**src/flag_update_pkg.sv**
```systemverilog
// package: descriptor field layout, modes and carrier types for the flag updater
package flag_update_pkg;

   // descriptor field positions
   localparam int unsigned DESC_W = 64;
   localparam int unsigned DBM_BIT = 51;
   localparam int unsigned AF_BIT = 10;
   localparam int unsigned S1AP2_BIT = 7;
   localparam int unsigned S2AP1_BIT = 7;
   localparam int unsigned S2AP0_BIT = 6;
   localparam logic [1:0] SPLIT_STAGE_MODE = 2'h2;

   // register offsets, byte addresses on the APB
   localparam logic [11:0] OFS_CTRL = 12'h000;
   localparam logic [11:0] OFS_STATUS = 12'h004;
   localparam logic [11:0] OFS_COUNT = 12'h008;
   localparam logic [11:0] OFS_SYNC = 12'h00C;

   // control register field positions and reset value
   localparam int unsigned CTRL_AF_EN = 0;
   localparam int unsigned CTRL_DIRTY_EN = 1;
   localparam logic [31:0] CTRL_RESET = 32'h0000_0000;

   typedef enum logic [2:0] {
      ST_IDLE = 3'b000,
      ST_READ = 3'b001,
      ST_EVAL = 3'b010,
      ST_SWAP = 3'b011,
      ST_DONE = 3'b100
   } walk_state_e;

   // request from the walker for one descriptor
   typedef struct packed {
      logic [DESC_W-1:0] addr;
      logic stage2;
      logic is_write;
      logic is_ats;
      logic nested;
      logic s1_readonly;
      logic table_limit;
      logic ctx_fetch;
      logic final_s2;
      logic s2_out_writable;
      logic [1:0] ts_mode;
   } walk_req_s;

   // answer back to the walker
   typedef struct packed {
      logic perm_fault;
      logic access_fault;
      logic write_grant;
      logic updated;
   } walk_rsp_s;

   // atomic compare-and-swap request to coherent memory
   typedef struct packed {
      logic [DESC_W-1:0] addr;
      logic [DESC_W-1:0] compare;
      logic [DESC_W-1:0] swap;
   } mem_cas_s;

endpackage : flag_update_pkg

```
**src/dirty_flag_hw_update.sv**
```systemverilog
// dirty and access flag hardware update for one translation table walker
`timescale 1ns/1ps

module dirty_flag_hw_update (
   input wire logic ref_clk_i,
   input wire logic srst_i,
   // apb slave
   input wire logic psel_i,
   input wire logic penable_i,
   input wire logic pwrite_i,
   input wire logic [11:0] paddr_i,
   input wire logic [31:0] pwdata_i,
   output logic [31:0] prdata_o,
   output logic pready_o,
   output logic pslverr_o,
   // walker request and answer
   input wire logic req_valid_i,
   output logic req_ready_o,
   input wire flag_update_pkg::walk_req_s req_i,
   input wire logic final_s2_done_i,
   output logic rsp_valid_o,
   output flag_update_pkg::walk_rsp_s rsp_o,
   // completion and invalidation events
   input wire logic op_complete_i,
   input wire logic tlbi_complete_i,
   // memory port: read then compare-and-swap
   output logic mem_rd_valid_o,
   output logic [flag_update_pkg::DESC_W-1:0] mem_rd_addr_o,
   input wire logic mem_rd_done_i,
   input wire logic [flag_update_pkg::DESC_W-1:0] mem_rd_data_i,
   output logic mem_cas_valid_o,
   output flag_update_pkg::mem_cas_s mem_cas_o,
   input wire logic mem_cas_done_i,
   input wire logic mem_cas_ok_i,
   // visibility barrier to the interconnect
   output logic barrier_o,
   input wire logic barrier_done_i
);
   import flag_update_pkg::*;

   ////////////////////////////////////////////////////////////////////////
   // state

   typedef struct packed {
      walk_state_e st;
      walk_req_s req;
      logic [DESC_W-1:0] desc;
      logic [DESC_W-1:0] new_desc;
      walk_rsp_s rsp;
      logic rsp_valid;
      logic [31:0] ctrl;
      logic [15:0] upd_count;
      logic [15:0] retry_count;
      logic pending;
      logic barrier;
      logic sync_done;
      logic [31:0] prdata;
      logic pready;
      logic pslverr;
   } state_s;

   state_s q, d;

   ////////////////////////////////////////////////////////////////////////
   // descriptor decode helpers

   // writable in its current permission state, ignoring the modifier
   function automatic logic is_dirty(input logic [DESC_W-1:0] ds, input logic s2);
      is_dirty = s2 ? ds[S2AP1_BIT] : !ds[S1AP2_BIT];
   endfunction : is_dirty

   // descriptor intended as writable but not yet marked
   function automatic logic is_clean(input logic [DESC_W-1:0] ds, input logic s2);
      is_clean = !is_dirty(ds, s2) && ds[DBM_BIT];
   endfunction : is_clean

   ////////////////////////////////////////////////////////////////////////
   // next state

   always_comb begin
      logic af_en;
      logic dirty_en;
      logic may_dirty;
      logic want_dirty;
      logic need_af;
      logic split;
      logic skip_final;
      logic grant;
      logic hit;
      af_en = q.ctrl[CTRL_AF_EN];
      dirty_en = q.ctrl[CTRL_DIRTY_EN] && af_en;
      may_dirty = 1'b0;
      want_dirty = 1'b0;
      need_af = 1'b0;
      split = 1'b0;
      skip_final = 1'b0;
      grant = 1'b0;
      hit = 1'b0;
      d = q;
      d.rsp_valid = 1'b0;
      d.pready = 1'b0;
      d.pslverr = 1'b0;
      d.barrier = q.barrier;

      // apb access phase: one wait cycle then pready
      if (psel_i && penable_i && !q.pready) begin
         d.pready = 1'b1;
         d.prdata = 32'h0000_0000;
         hit = 1'b1;
         case (paddr_i)
            OFS_CTRL: begin
               if (pwrite_i) begin
                  d.ctrl = {30'h0, pwdata_i[1:0]};
               end
               d.prdata = q.ctrl;
            end
            OFS_STATUS: d.prdata = {28'h000_0000, q.sync_done, q.barrier, q.pending,
                                    q.st != ST_IDLE};
            OFS_COUNT: d.prdata = {q.retry_count, q.upd_count};
            OFS_SYNC: begin
               // a sync request publishes all updates of completed work
               if (pwrite_i && pwdata_i[0]) begin
                  d.barrier = q.pending || q.barrier;
                  d.sync_done = !(q.pending || q.barrier);
               end
               d.prdata = {31'h0, q.sync_done};
            end
            default: hit = 1'b0;
         endcase
         d.pslverr = !hit;
      end

      // an invalidation completion flushes updates too
      if (tlbi_complete_i && q.pending) begin
         d.barrier = 1'b1;
      end
      if (q.barrier && barrier_done_i) begin
         d.barrier = 1'b0;
         d.pending = 1'b0;
         d.sync_done = 1'b1;
      end
      // a completion in the cycle the barrier finishes stays pending for next sync
      if (op_complete_i && q.upd_count != 16'h0000) begin
         d.pending = 1'b1;
      end

      case (q.st)
         ST_IDLE: begin
            if (req_valid_i) begin
               d.req = req_i;
               d.st = ST_READ;
            end
         end
         ST_READ: begin
            if (mem_rd_done_i) begin
               d.desc = mem_rd_data_i;
               d.st = ST_EVAL;
            end
         end
         ST_EVAL: begin
            split = q.req.is_ats && q.req.ts_mode == SPLIT_STAGE_MODE;
            // final s2 already done (final_s2_done_i) is left alone by a later non-service access
            skip_final = q.req.final_s2 && !q.req.is_ats && final_s2_done_i;
            need_af = af_en && !q.desc[AF_BIT] && !skip_final;
            may_dirty = dirty_en && q.req.is_write && is_clean(q.desc, q.req.stage2)
                        && !q.req.table_limit
                        && !(q.req.stage2 && q.req.ctx_fetch)
                        && !(q.req.nested && q.req.s1_readonly && q.req.is_ats)
                        && !(!q.req.stage2 && q.req.nested && !q.req.s2_out_writable)
                        && !skip_final;
            want_dirty = may_dirty;
            grant = is_dirty(q.desc, q.req.stage2) || may_dirty;
            // split-stage completion counts a clean final s2 as writable unless s1_readonly
            if (split && q.req.stage2 && q.req.final_s2 && is_clean(q.desc, 1'b1)) begin
               grant = !q.req.s1_readonly;
            end
            d.rsp.access_fault = !q.desc[AF_BIT] && !af_en;
            // access-flag-only or no modifier: write is refused
            d.rsp.perm_fault = q.req.is_write && !grant && !q.req.is_ats;
            d.rsp.write_grant = q.req.is_write && grant;
            d.rsp.updated = 1'b0;
            d.new_desc = q.desc;
            if (need_af) begin
               d.new_desc[AF_BIT] = 1'b1;
            end
            if (want_dirty) begin
               if (q.req.stage2) begin
                  d.new_desc[S2AP1_BIT] = 1'b1;
               end else begin
                  d.new_desc[S1AP2_BIT] = 1'b0;
               end
               d.new_desc[AF_BIT] = 1'b1;
            end
            d.new_desc[DBM_BIT] = q.desc[DBM_BIT];
            d.st = (need_af || want_dirty) ? ST_SWAP : ST_DONE;
         end
         ST_SWAP: begin
            if (mem_cas_done_i) begin
               if (mem_cas_ok_i) begin
                  d.rsp.updated = 1'b1;
                  d.upd_count = q.upd_count + 16'h0001;
                  d.st = ST_DONE;
               end else begin
                  // memory changed under us: fetch and decide again
                  d.retry_count = q.retry_count + 16'h0001;
                  d.st = ST_READ;
               end
            end
         end
         ST_DONE: begin
            d.rsp_valid = 1'b1;
            d.st = ST_IDLE;
         end
         default: d.st = ST_IDLE;
      endcase

      if (srst_i) begin
         d = '0;
         d.st = ST_IDLE;
         d.ctrl = CTRL_RESET;
      end
   end

   // single register bank
   always_ff @(posedge ref_clk_i) begin
      q <= d;
   end

   ////////////////////////////////////////////////////////////////////////
   // outputs

   assign req_ready_o = q.st == ST_IDLE;
   assign rsp_valid_o = q.rsp_valid;
   assign rsp_o = q.rsp;
   assign mem_rd_valid_o = q.st == ST_READ;
   assign mem_rd_addr_o = q.req.addr;
   // swap only succeeds if memory still holds what was evaluated
   assign mem_cas_valid_o = q.st == ST_SWAP;
   assign mem_cas_o = '{addr: q.req.addr, compare: q.desc, swap: q.new_desc};
   assign barrier_o = q.barrier;
   assign prdata_o = q.prdata;
   assign pready_o = q.pready;
   assign pslverr_o = q.pslverr;
endmodule : dirty_flag_hw_update

```
**config.mk**
```make
export PLATFORM = sky130hd
export DESIGN_NAME = dirty_flag_hw_update
export DESIGN_NICKNAME = d
export VERILOG_FILES = /design/src/flag_update_pkg.sv /design/src/dirty_flag_hw_update.sv
export SDC_FILE = /design/constraint.sdc
export NUM_CORES = 1
export LEC_CHECK = 0
export BUFFER_PORTS_ARGS = -buffer_cell sky130_fd_sc_hd__buf_4
export CAP_MARGIN = 15
export CORE_AREA = 2 2 191 193
export DETAILED_ROUTE_END_ITERATION = 7
export DIE_AREA = 0 0 193 195
export GPL_ROUTABILITY_DRIVEN = 0
export HOLD_SLACK_MARGIN = 0.03
export PLACE_DENSITY = 0.6
export SETUP_SLACK_MARGIN = 0.1
export SKIP_LAST_GASP = 1
export SYNTH_ARGS = -nofsm -noshare
export SYNTH_HDL_FRONTEND = slang
export SYNTH_SLANG_ARGS = --single-unit
```
**constraint.sdc**
```tcl
create_clock -name ref_clk_i -period 2 [get_ports ref_clk_i]
set_input_delay 0.1 -clock ref_clk_i [delete_from_list [all_inputs] [get_ports ref_clk_i]]
set_output_delay 0.1 -clock ref_clk_i [all_outputs]
set_load 0.02 [all_outputs]
```
==> impl_metrics.ini <==
[global_routing]
overflow = 0
grt_max_degree = 121
antenna_found_initial = 2
track_usage = 0.191
grt_pass1_wl_um = 57000
first_global_vias = 10500

[pwr]
p_total_uw = 13800
p_sw_uw = 3530
leakagePower_uw = 0.00710
p_seq_frac = 0.431
ir_drop_mv = 0.585
p_int_uw = 10300
swShare = 0.256
power_density_nw_per_um2 = 809
combPwrFrac = 0.138
clkPwrFrac = 0.431

[timing]
clock.fmax_mhz = 554
finalCriticalPeriod_ns = 1.81
fin_crit_sh = 0.903
setup_viol = 0
slew_headroom = 0.568
skew_ns = 0.0161
worst_pin_slew_ns = 0.647
final_hold_viol_count = 0
rsz0062_at_grt = yes
fin_setup_tns_ns = 0
drv_slew = 0

[cells_and_area]
final_core_util = 0.482
layout.cells.non_filler = 2345
final_common_cell = buf_4
drive_gt1_frac = 0.299
fin_nets = 2059
syn_to_final_growth_pct = 36.0
final_cell_mix = 487 x buf_4, 425 x nand2_1, 280 x dfxtp_1

[critical_path]
r2r_cells = 5
rrSetupSlack_ns = 0.19
critPathArrivalTime_ns = 2.23
path_class = register to register
worstPathMaxFanout = 12
crit_required_ns = 2.43
critPathLaunchType = register
cp-end-kind = register
r2r_end = q[67]$_SDFFE_PP0P_
r2r-start = q[310]$_SDFFE_PP0P_

[die]
row_count = 69
core_um2 = 35400
io_pins = 495
initial_core_util = 0.354
die_x_um = 193
die_area_um2 = 37600
die_h_um = 195

[placed_design]
dp_hpwl_um = 26500
port_buffers = 464
place_inst = 2132

[synth]
yosysUniqueCellTypes = 57
synth_warnings = 0
yosysSeqAreaShare = 0.450
synth_edf_count = 0
synth_area_um2 = 12500
synth_flop_cell = dfxtp_1
synth_fp_nets = 1756
syn_area_per_cell_um2 = 8.05
synthArstFlopShare = 0
synth-seq-cells = 282
syn_inst = 1557

[hold_path]
hp-class = input port to register
hold_start = paddr_i[6]
worstHoldEndpoint = q[69]$_SDFFE_PP0P_
hold_depth = 5

[outcome]
status = finished, final reports clean

[clock_network]
cts.clk_slew.worst_paths_ns = 0.06
cts.root.buffer_cell = clkbuf_16
cts_made_buffers = 34
clock_sinks = 282
cts_max_path_buffers = 3
cts_tree = built
h-tree-depth = 2
post_cts_buffers = 0
clk_latency_ns = 0.50

[flow_run]
maxCapViolCount = 0

[route]
routed_via_density = 4.68
ant_nets = 0
wirelength_um = 38300
via_count = 11000
drc = 0
wl_per_cell_um = 16.3
drt-initial-drc-count = 440
drtPass1Iterations = 4
## sequential cells by signal, indices dropped and copies added (netlist names)
name	flops
barrier_o	1
mem_cas_o	128
mem_rd_addr_o	64
prdata_o	32
pready_o	1
pslverr_o	1
q	50
rsp_o	4
rsp_valid_o	1
## layout make-up
type	instances	area [um2]
clock buffers	49	988
clock inverters	9	85.1
multi-input cells	881	4330
well taps	461	577
fillers	3323	18300
diodes	2	5.00
repair buffers	650	5380
inverters	11	41.3
flip-flops and latches	282	5650
## synth_stat cells (18+ instances only)
master	n	area [um2]
dfxtp_1	282	5650
nand3_1	18	90.1
a22o_1	30	263
buf_4	292	2190
nand2_1	425	1600
buf_2	28	140
a21oi_1	230	1150
clkbuf_1	59	221
nor2_1	34	128
## worst max-delay path, stage by stage, from the launching register on
cell,delay [ns]
dfxtp_1,0.41
nand3b_1,0.16
buf_4,0.21
or3_1,0.42
or3_1,0.37
a21oi_1,0.16
## power by group through the flow
stage | combinational, uW | sequential (uW) | clock (uW)
after floorplan | 1130 | 6010 | 0
after global placement | 1650 | 6050 | 0
after detailed placement | 1660 | 6060 | 0
after CTS | 1900 | 5940 | 6140
after global routing | 2050 | 5960 | 6330
final | 1900 | 5940 | 5950
## per-layer routing
| layer | wire, um | GRT usage | part of all wire |
|---|---|---|---|
| met1 | 14800 | 0.215 | 0.39 |
| met2 | 18600 | 0.338 | 0.49 |
| met3 | 3130 | 0.0509 | 0.082 |
| met4 | 1690 | 0.0839 | 0.044 |
| met5 | 0 | 0 | 0 |
## stage by stage
stage               cell area (um2)  hold slack, ns  setup WS, ns
floorplan                     12500           0.180         0.119
global placement              14400           0.347         0.169
detailed placement            14400           0.355         0.124
CTS                           17000          0.0309         0.104
global route                  17100          0.0861        0.0713
finish                        17100          0.0502         0.195
## worst max path at each step
stage | start | to | cells after the start | slack (ns)
2_1_floorplan | q[311]$_SDFFE_PP0P_ | mem_rd_addr_o[13]$_SDFFE_PP0P_ | 7 | 0.12
3_5_place_dp | q[309]$_SDFFE_PP0P_ | q[67]$_SDFFE_PP0P_ | 5 | 0.12
6_report | q[310]$_SDFFE_PP0P_ | q[67]$_SDFFE_PP0P_ | 5 | 0.19
5_1_grt | q[310]$_SDFFE_PP0P_ | q[67]$_SDFFE_PP0P_ | 5 | 0.07
3_3_place_gp | q[309]$_SDFFE_PP0P_ | q[64]$_SDFFE_PP0P_ | 5 | 0.17
4_1_cts | q[309]$_SDFFE_PP0P_ | q[67]$_SDFFE_PP0P_ | 5 | 0.10
## timing repair
action,CTS,global route
hold endpoints to repair,150,0
gates resized for setup,0,4
endpoints found under the setup margin,0,8
hold buffers,152,0
## cells by family (layout without fill, tap and decap cells)
| kind of cell | after synthesis | in the layout | synth area share |
|---|---|---|---|
| multiplexers | 3 | 3 | 0.00249 |
| adder cells (fa/ha/maj) | 3 | 3 | 0.00299 |
| other | 0 | 2 | 0 |
| AND/OR/NAND/NOR | 560 | 560 | 0.191 |
| AO/OA/AOI/OAI | 300 | 300 | 0.135 |
| flip-flops | 282 | 282 | 0.450 |
| buffers and inverters | 394 | 719 | 0.208 |
| XOR/XNOR | 15 | 15 | 0.0105 |
No activity file was read; power rests on OpenSTA's default activity.
